--- config.mk ---
export PLATFORM = sky130hd
export DESIGN_NAME = nss_stats_regs
export DESIGN_NICKNAME = d
export VERILOG_FILES = /design/src/verilog/nss_pkg.sv /design/src/verilog/nss_frame_stats.sv /design/src/verilog/nss_stats_regs.sv
export SDC_FILE = /design/constraint.sdc
export NUM_CORES = 1
export LEC_CHECK = 0
export BUFFER_PORTS_ARGS = -buffer_cell sky130_fd_sc_hd__buf_4
export CAP_MARGIN = 20
export CORE_UTILIZATION = 30
export CTS_CLUSTER_DIAMETER = 120
export DETAILED_ROUTE_END_ITERATION = 10
export GPL_TIMING_DRIVEN = 0
export PLACE_DENSITY_LB_ADDON = 0.05
export SYNTH_ARGS = -nofsm -noshare
export SYNTH_HDL_FRONTEND = slang
export SYNTH_HIERARCHICAL = 1
export SYNTH_SLANG_ARGS = --single-unit
--- constraint.sdc ---
create_clock -name clk_i -period 12 [get_ports clk_i]
set_input_delay 2.4 -clock clk_i [delete_from_list [all_inputs] [get_ports clk_i]]
set_output_delay 2.4 -clock clk_i [all_outputs]
set_load 0.1 [all_outputs]
--- src/verilog/nss_pkg.sv ---
package nss_pkg;
	// system clock and timing
	localparam int CLK_HZ = 50_000_000;
	localparam int MS_PER_S = 1000;
	localparam int SELFTEST_MS = 250;
	localparam int RUN_MIN_MS = 2;
	localparam logic [2:0] RUN_CODE_MAX = 3'h6;
	// register map
	localparam logic [6:0] ADDR_PEAK = 7'h09;
	localparam logic [6:0] ADDR_TOTAL = 7'h0a;
	localparam logic [6:0] ADDR_FLOOR = 7'h0b;
	localparam logic [6:0] ADDR_SIG0 = 7'h0c;
	localparam logic [6:0] ADDR_SIG1 = 7'h0d;
	localparam logic [6:0] ADDR_SIG2 = 7'h0e;
	localparam logic [6:0] ADDR_SIG3 = 7'h0f;
	localparam logic [6:0] ADDR_TRIG = 7'h10;
	localparam logic [6:0] ADDR_SETUP = 7'h12;
	// reset values
	localparam logic [7:0] RST_PEAK = 8'hd0;
	localparam logic [7:0] RST_TOTAL = 8'h80;
	localparam logic [7:0] RST_FLOOR = 8'h00;
	localparam logic [7:0] RST_SIG = 8'h00;
	localparam logic [7:0] RST_SETUP = 8'h26;
	localparam logic [7:0] RD_NONE = 8'h00;
	// self-test result bytes
	localparam logic [7:0] SIG0_VAL = 8'h18;
	localparam logic [7:0] SIG1_VAL = 8'h44;
	localparam logic [7:0] SIG2_VAL = 8'h62;
	localparam logic [7:0] SIG3_VAL = 8'h47;
	// pixel statistics
	localparam logic [7:0] PIX_LIMIT = 8'hfe;
	localparam logic [7:0] TOTAL_LIMIT = 8'ha7;
	localparam int SUM_W = 18;
	localparam int SUM_LSB = 10;
	localparam logic [SUM_W-1:0] SUM_ZERO = 18'h00000;
	localparam logic [7:0] PIX_FLOOR_INIT = 8'hff;
	localparam logic [7:0] PIX_PEAK_INIT = 8'h00;
	// setup fields
	localparam logic [7:0] SETUP_WMASK = 8'h7f;
	localparam int SETUP_CPI_HI = 6;
	localparam int SETUP_CPI_LO = 5;
	localparam int SETUP_AWAKE = 3;
	localparam int SETUP_RATE_HI = 2;
	localparam int TRIG_GO = 0;
	localparam logic [10:0] CPI_400 = 11'h190;
	localparam logic [10:0] CPI_800 = 11'h320;
	localparam logic [10:0] CPI_1200 = 11'h4b0;
	localparam logic [10:0] CPI_1600 = 11'h640;
	// serial port framing
	localparam int CMD_WR = 7;
	localparam logic [4:0] BIT_ADDR_LAST = 5'h07;
	localparam logic [4:0] BIT_DATA_FIRST = 5'h08;
	localparam logic [4:0] BIT_DATA_LAST = 5'h0f;
	localparam logic [4:0] BIT_END = 5'h10;

	typedef enum logic [1:0]
	{
		NSS_ST_IDLE = 2'b00,
		NSS_ST_RUN = 2'b01,
		NSS_ST_DONE = 2'b10
	} nss_selftest_e;
endpackage : nss_pkg

--- src/verilog/nss_frame_stats.sv ---
`timescale 1ns/1ps
module nss_frame_stats
(
	input wire logic clk_i,
	input wire logic sys_rst_i,
	input wire logic pix_valid_i,
	input wire logic [7:0] pix_data_i,
	input wire logic pix_last_i,
	output logic [7:0] peak_o,
	output logic [7:0] floor_o,
	output logic [7:0] total_o,
	output logic upd_o
);
	logic [nss_pkg::SUM_W-1:0] sum_ff;
	logic [7:0] max_ff;
	logic [7:0] min_ff;
	logic [nss_pkg::SUM_W-1:0] nxt_sum;
	logic [7:0] nxt_max;
	logic [7:0] nxt_min;
	logic [7:0] sum_hi;
	logic frame_end;

	assign frame_end = pix_valid_i & pix_last_i;
	assign nxt_sum = sum_ff + {{(nss_pkg::SUM_W-8){1'b0}}, pix_data_i};
	assign nxt_max = (pix_data_i > max_ff) ? pix_data_i : max_ff;
	assign nxt_min = (pix_data_i < min_ff) ? pix_data_i : min_ff;
	assign sum_hi = nxt_sum[nss_pkg::SUM_W-1:nss_pkg::SUM_LSB];

	// running accumulators restart after the last pixel of each frame
	always_ff @(posedge clk_i)
	begin
		if (sys_rst_i || frame_end)
		begin
			sum_ff <= nss_pkg::SUM_ZERO;
			max_ff <= nss_pkg::PIX_PEAK_INIT;
			min_ff <= nss_pkg::PIX_FLOOR_INIT;
		end
		else if (pix_valid_i)
		begin
			sum_ff <= nxt_sum;
			max_ff <= nxt_max;
			min_ff <= nxt_min;
		end
	end

	always_ff @(posedge clk_i)
	begin
		if (sys_rst_i)
		begin
			peak_o <= nss_pkg::RST_PEAK;
			floor_o <= nss_pkg::RST_FLOOR;
			total_o <= nss_pkg::RST_TOTAL;
			upd_o <= 1'b0;
		end
		else
		begin
			upd_o <= frame_end;
			if (frame_end)
			begin
				peak_o <= (nxt_max > nss_pkg::PIX_LIMIT) ? nss_pkg::PIX_LIMIT : nxt_max;
				floor_o <= (nxt_min > nss_pkg::PIX_LIMIT) ? nss_pkg::PIX_LIMIT : nxt_min;
				total_o <= (sum_hi > nss_pkg::TOTAL_LIMIT) ? nss_pkg::TOTAL_LIMIT : sum_hi;
			end
		end
	end
endmodule : nss_frame_stats

--- src/verilog/nss_stats_regs.sv ---
// Function
// - peak register holds largest pixel of last frame, capped at 254, resets 0xd0
// - 18-bit pixel sum kept per frame; register shows sum divided by 1024
// - intensity total stays within 0..167, may change each frame, resets 0x80
// - floor register holds smallest pixel of last frame, capped at 254, resets zero
// - after self-test, signature bytes 0 and 1 read 0x18 and 0x44
// - after self-test, signature bytes 2 and 3 read 0x62 and 0x47
// - writing bit 0 set to address 0x10 starts self-test; zero does nothing
// - self-test runs 250ms then loads the four signature registers
// - setup bits 6:5 pick 400, 800, 1200 or 1600 counts per inch
// - setup bit 3 set forces awake; clear allows rest modes
// - setup bits 2:0 set frame period 2ms to 8ms in 1ms steps
// - setup register resets to 0x26 and bit 7 always reads zero
`timescale 1ns/1ps
module nss_stats_regs
#(
	parameter int MS_CYCLES = nss_pkg::CLK_HZ / nss_pkg::MS_PER_S,
	parameter int ST_CYCLES = nss_pkg::SELFTEST_MS * (nss_pkg::CLK_HZ / nss_pkg::MS_PER_S)
)
(
	input wire logic clk_i,
	input wire logic sys_rst_i,
	input wire logic spi_cs_n_i,
	input wire logic spi_sclk_i,
	input wire logic spi_mosi_i,
	output logic spi_miso_o,
	output logic spi_miso_oe_o,
	input wire logic pix_valid_i,
	input wire logic [7:0] pix_data_i,
	input wire logic pix_last_i,
	output logic frame_start_o,
	output logic [10:0] cpi_count_o,
	output logic force_awake_o,
	output logic selftest_busy_o
);
	logic [1:0] cs_sq_ff;
	logic [2:0] sclk_sq_ff;
	logic [1:0] mosi_sq_ff;
	logic [4:0] bit_cnt_ff;
	logic [7:0] rx_sh_ff;
	logic [7:0] cmd_ff;
	logic [7:0] tx_sh_ff;
	logic [7:0] setup_ff;
	logic [7:0] sig_ff [4];
	logic [23:0] st_cnt_ff;
	logic [19:0] frame_cnt_ff;
	nss_pkg::nss_selftest_e st_ff;
	nss_pkg::nss_selftest_e nxt_st;
	logic [7:0] peak_w;
	logic [7:0] floor_w;
	logic [7:0] total_w;
	logic stats_upd_w;

	logic cs_act;
	logic sclk_rise;
	logic sclk_fall;
	logic mosi_s;
	logic [7:0] rx_byte;
	logic addr_done;
	logic data_done;
	logic wr_en;
	logic [6:0] wr_addr;
	logic [6:0] rd_addr;
	logic [7:0] rd_data;
	logic st_go;
	logic st_end;
	logic [2:0] run_code;
	logic [3:0] run_ms;
	logic [19:0] period_m1;
	logic frame_wrap;
	logic [10:0] cpi_sel;
	logic [7:0] sig_val [4];

	assign sig_val[0] = nss_pkg::SIG0_VAL;
	assign sig_val[1] = nss_pkg::SIG1_VAL;
	assign sig_val[2] = nss_pkg::SIG2_VAL;
	assign sig_val[3] = nss_pkg::SIG3_VAL;

	// pins are two-flop synchronised; only stage 1 and later feed logic
	always_ff @(posedge clk_i)
	begin
		cs_sq_ff <= {cs_sq_ff[0], spi_cs_n_i};
		sclk_sq_ff <= {sclk_sq_ff[1:0], spi_sclk_i};
		mosi_sq_ff <= {mosi_sq_ff[0], spi_mosi_i};
	end

	assign cs_act = ~cs_sq_ff[1];
	assign sclk_rise = cs_act & sclk_sq_ff[1] & ~sclk_sq_ff[2];
	assign sclk_fall = cs_act & ~sclk_sq_ff[1] & sclk_sq_ff[2];
	assign mosi_s = mosi_sq_ff[1];
	assign rx_byte = {rx_sh_ff[6:0], mosi_s};
	assign addr_done = sclk_rise & (bit_cnt_ff == nss_pkg::BIT_ADDR_LAST);
	assign data_done = sclk_rise & (bit_cnt_ff == nss_pkg::BIT_DATA_LAST) & cmd_ff[nss_pkg::CMD_WR];
	// the host keeps the port quiet during self-test; a write then is dropped
	assign wr_en = data_done & (st_ff != nss_pkg::NSS_ST_RUN);
	assign wr_addr = cmd_ff[6:0];
	assign rd_addr = rx_byte[6:0];

	assign rd_data = (rd_addr == nss_pkg::ADDR_PEAK) ? peak_w :
		(rd_addr == nss_pkg::ADDR_TOTAL) ? total_w :
		(rd_addr == nss_pkg::ADDR_FLOOR) ? floor_w :
		(rd_addr == nss_pkg::ADDR_SIG0) ? sig_ff[0] :
		(rd_addr == nss_pkg::ADDR_SIG1) ? sig_ff[1] :
		(rd_addr == nss_pkg::ADDR_SIG2) ? sig_ff[2] :
		(rd_addr == nss_pkg::ADDR_SIG3) ? sig_ff[3] :
		(rd_addr == nss_pkg::ADDR_SETUP) ? setup_ff : nss_pkg::RD_NONE;

	// serial framing: address byte, then one data byte, msb first
	always_ff @(posedge clk_i)
	begin
		if (sys_rst_i || !cs_act)
			bit_cnt_ff <= 5'h00;
		else if (sclk_rise && bit_cnt_ff != nss_pkg::BIT_END)
			bit_cnt_ff <= bit_cnt_ff + 5'h01;
	end

	always_ff @(posedge clk_i)
	begin
		if (sys_rst_i)
		begin
			rx_sh_ff <= 8'h00;
			cmd_ff <= 8'h00;
		end
		else
		begin
			if (sclk_rise)
				rx_sh_ff <= rx_byte;
			if (addr_done)
				cmd_ff <= rx_byte;
		end
	end

	// read data leaves on falling edges so the host samples it on rising ones
	always_ff @(posedge clk_i)
	begin
		if (sys_rst_i)
		begin
			tx_sh_ff <= 8'h00;
			spi_miso_o <= 1'b0;
			spi_miso_oe_o <= 1'b0;
		end
		else
		begin
			spi_miso_oe_o <= cs_act;
			if (addr_done)
				tx_sh_ff <= rx_byte[nss_pkg::CMD_WR] ? nss_pkg::RD_NONE : rd_data;
			else if (sclk_fall && bit_cnt_ff >= nss_pkg::BIT_DATA_FIRST && bit_cnt_ff != nss_pkg::BIT_END)
			begin
				spi_miso_o <= tx_sh_ff[7];
				tx_sh_ff <= {tx_sh_ff[6:0], 1'b0};
			end
		end
	end

	always_ff @(posedge clk_i)
	begin
		if (sys_rst_i)
			setup_ff <= nss_pkg::RST_SETUP;
		else if (wr_en && wr_addr == nss_pkg::ADDR_SETUP)
			setup_ff <= rx_byte & nss_pkg::SETUP_WMASK;
	end

	// self-test sequencer
	assign st_go = wr_en & (wr_addr == nss_pkg::ADDR_TRIG) & rx_byte[nss_pkg::TRIG_GO];
	assign st_end = (st_ff == nss_pkg::NSS_ST_RUN) && (st_cnt_ff == 24'(ST_CYCLES - 1));

	always_comb
	begin
		nxt_st = st_ff;
		unique case (st_ff)
			nss_pkg::NSS_ST_IDLE: if (st_go) nxt_st = nss_pkg::NSS_ST_RUN;
			nss_pkg::NSS_ST_RUN: if (st_end) nxt_st = nss_pkg::NSS_ST_DONE;
			nss_pkg::NSS_ST_DONE: if (st_go) nxt_st = nss_pkg::NSS_ST_RUN;
			default: nxt_st = nss_pkg::NSS_ST_IDLE;
		endcase
	end

	always_ff @(posedge clk_i)
	begin
		if (sys_rst_i)
		begin
			st_ff <= nss_pkg::NSS_ST_IDLE;
			st_cnt_ff <= 24'h000000;
			selftest_busy_o <= 1'b0;
		end
		else
		begin
			st_ff <= nxt_st;
			selftest_busy_o <= (nxt_st == nss_pkg::NSS_ST_RUN);
			st_cnt_ff <= (st_ff == nss_pkg::NSS_ST_RUN) ? st_cnt_ff + 24'h000001 : 24'h000000;
		end
	end

	genvar gi;
	generate
		for (gi = 0; gi < 4; gi++)
		begin : g_sig
			always_ff @(posedge clk_i)
			begin
				if (sys_rst_i)
					sig_ff[gi] <= nss_pkg::RST_SIG;
				else if (st_end)
					sig_ff[gi] <= sig_val[gi];
			end
		end
	endgenerate

	// run frame timer; code 111 is clamped to the longest period
	assign run_code = setup_ff[nss_pkg::SETUP_RATE_HI:0];
	assign run_ms = 4'(nss_pkg::RUN_MIN_MS) + {1'b0, (run_code > nss_pkg::RUN_CODE_MAX) ? nss_pkg::RUN_CODE_MAX : run_code};
	assign period_m1 = 20'(int'(run_ms) * MS_CYCLES - 1);
	assign frame_wrap = (frame_cnt_ff >= period_m1);

	always_ff @(posedge clk_i)
	begin
		if (sys_rst_i)
		begin
			frame_cnt_ff <= 20'h00000;
			frame_start_o <= 1'b0;
		end
		else
		begin
			frame_cnt_ff <= frame_wrap ? 20'h00000 : frame_cnt_ff + 20'h00001;
			frame_start_o <= frame_wrap;
		end
	end

	assign cpi_sel = (setup_ff[nss_pkg::SETUP_CPI_HI:nss_pkg::SETUP_CPI_LO] == 2'h0) ? nss_pkg::CPI_400 :
		(setup_ff[nss_pkg::SETUP_CPI_HI:nss_pkg::SETUP_CPI_LO] == 2'h1) ? nss_pkg::CPI_800 :
		(setup_ff[nss_pkg::SETUP_CPI_HI:nss_pkg::SETUP_CPI_LO] == 2'h2) ? nss_pkg::CPI_1200 : nss_pkg::CPI_1600;

	always_ff @(posedge clk_i)
	begin
		if (sys_rst_i)
		begin
			// must agree with the resolution code held in the setup reset value
			cpi_count_o <= nss_pkg::CPI_800;
			force_awake_o <= 1'b0;
		end
		else
		begin
			cpi_count_o <= cpi_sel;
			force_awake_o <= setup_ff[nss_pkg::SETUP_AWAKE];
		end
	end

	nss_frame_stats u_stats
	(
		.clk_i(clk_i),
		.sys_rst_i(sys_rst_i),
		.pix_valid_i(pix_valid_i),
		.pix_data_i(pix_data_i),
		.pix_last_i(pix_last_i),
		.peak_o(peak_w),
		.floor_o(floor_w),
		.total_o(total_w),
		.upd_o(stats_upd_w)
	);
endmodule : nss_stats_regs

==> impl_metrics.yaml <==
worst_setup_path:
  crit_family: "simple AND/OR/NAND/NOR gates"
  cp_slowest_stage_delay_ps: 610
  crit_path_max_fanout: 10
  end_kind: "flip-flop"
  cp_slowest_cell: "dfxtp_1"
  rr_worst_depth: 18
  worstPathRequired_ps: 12340
  critical_path_depth: 18
  worstSetupPathType: "flip-flop to flip-flop"
  r2r-start: "setup_ff[2]$_SDFFE_PP1P_"
  critPathArrivalTime_ps: 5450
  cp_num_buf_inv: 3
  cp-start-kind: "flip-flop"
  path_cells: "ha_1, clkbuf_1, nand2b_1, inv_1, ha_1, ha_1, xnor2_1, and4b_1, nor4b_1, nand4_1, xnor2_1, ha_1, o21a_1, o21a_1, o21ai_0, nand2b_1, clkbuf_1, a211oi_1"
  cp-startpoint: "setup_ff[2]$_SDFFE_PP1P_"
  path_common_cell: "ha_1"
placed_design:
  numPortBuffers: 26
  post-place-ws_ps: 6943
  hpwl_um: 18250
  dp.cells: 1445
  globalplace.congestion: 0.7720
global_route:
  grt.busiest_layer: "met2"
  grt_util_met3: 0.03268
  track_usage: 0.1691
  met1_usage: 0.2342
  grt_first_pass_wirelength_um: 40340
  grt_max_degree: 17
  grt_antenna_before_repair: 0
  use_met2: 0.2660
  grt_pass1_vias: 7403
  overflow: 0
power_and_ir_drop:
  internal_power_w: 0.0008957
  ir_worst_vdd_v: 0.00009210
  leakagePower_nw: 3.735
  swShare: 0.2680
  p_switching_w: 0.0003280
  power_frac_seq: 0.451
  power_density_mw_per_mm2: 120.8
  power_frac_comb: 0.092
  clkPwrFrac: 0.457
sta:
  rsz0062_at_grt: "false"
  finalHoldViolations: 0
  finalSetupTns_ps: 0
  period_share: 0.4261
  clock-skew-final_ps: 11.72
  finalSetupViolCount: 0
  worst_slew_pin_slew_ps: 1019
  worst_slack_ps: 6887
  slew_headroom: 0.3146
  drv_slew: 0
  period_needed_ps: 5113
  fmax_mhz: 195.6
worst_hold_path:
  hold_depth: 0
  min_from: "cs_sq_ff[0]$_DFF_P_"
  hold_path_class: "flip-flop to flip-flop"
die:
  core.rowCount: 62
  die_area_mm2: 0.03019
  design.core.area_mm2: 0.02886
  start_util: 0.3067
  die_h_um: 173.8
  ios: 31
  chipWidth_um: 173.8
synth:
  yosysWarnings: 6
  synthCells: 1032
  synth_area_mm2: 0.008851
  avgSynthCellArea_um2: 8.577
route:
  ant_nets: 0
  drc: 0
  first_pass_iters: 5
  vias_per_cell: 5.032
  wl_per_cell_um: 16.60
  drt_iter0_drc: 372
  num_vias: 7432
  routed_wl_um: 24530
clock_network:
  clock-root-buffer: "clkbuf_16"
  post-cts-setup-buffers: 0
  clkSlewWorstSetupHoldPaths_ps: 70
  clk_latency_ps: 440
  cts_resized: 0
  numCtsBuffers: 17
  cts_sinks: 159
  cts_tree: "done"
  clk_path_buf_depth: 2
  hold_buffers: 0
  h-tree-depth: 4
final_layout:
  syn2layout_area_growth_pct: 14.46
  final_util: 0.3511
  drive_gt1_frac: 0.07960
  num_antenna_cells: 0
  stdcell_count: 1477
  final_common_cell: "dfxtp_1"
  final_cell_mix: "158 x dfxtp_1, 102 x nand2_1, 80 x nor2_1"
  fin_nets: 1155
run_status:
  status: "finished clean"
flow_run:
  drv_cap: 0
## power by group through the flow
stage               combinational [W]  sequential [W]  clock (W)
floorplan                   0.0000794        0.000561          0
detailed placement           0.000114        0.000564          0
CTS                          0.000114        0.000552   0.000579
finish                       0.000113        0.000552   0.000559
global placement             0.000114        0.000564          0
global route                 0.000127        0.000553   0.000601
## per-stage QoR
stage / hold WS (ps) / power (W) / area (µm²)
2_1_floorplan: 309.6 / 0.0006406 / 8862
3_3_place_gp: 311.8 / 0.0006780 / 9538
3_5_place_dp: 319.6 / 0.0006776 / 9538
4_1_cts: 329.7 / 0.001245 / 10130
5_1_grt: 337.6 / 0.001282 / 10130
6_report: 326.4 / 0.001224 / 10130
## sequential cells by signal, indices dropped and copies added, names as in the netlist, 8 cells and up
name,count
u_stats/sum_ff,18
cmd_ff,8
u_stats/total_o,8
frame_cnt_ff,20
u_stats/max_ff,8
tx_sh_ff,8
u_stats/min_ff,8
u_stats/floor_o,8
u_stats/peak_o,8
st_cnt_ff,24
## layout make-up
type | instances | area (µm²)
Timing Repair Buffer | 26 | 195.2
Multi-Input combinational cell | 770 | 5233
Inverter | 47 | 176.4
Buffer | 59 | 260.3
Tap cell | 384 | 480.5
Clock inverter | 14 | 153.9
Fill cell | 3088 | 18730
Sequential cell | 159 | 3193
Clock buffer | 18 | 439.2
## worst paths after layout
check	endpoint	slack, ps
min	cs_sq_ff[1]$_DFF_P_	330
max	frame_cnt_ff[17]$_SDFF_PP0_	6890
max reg2reg	frame_cnt_ff[17]$_SDFF_PP0_	6890
min reg2reg	cs_sq_ff[1]$_DFF_P_	330
## metal layers
metal  wire [µm]  part of all wire  vias up
met5           0                 0        -
met4         278             0.011        0
met3         578             0.024       14
met2       11020              0.45       78
met1       12640              0.52     3501
li1            -                 -     3839
No activity file was read; power rests on OpenSTA's default activity.
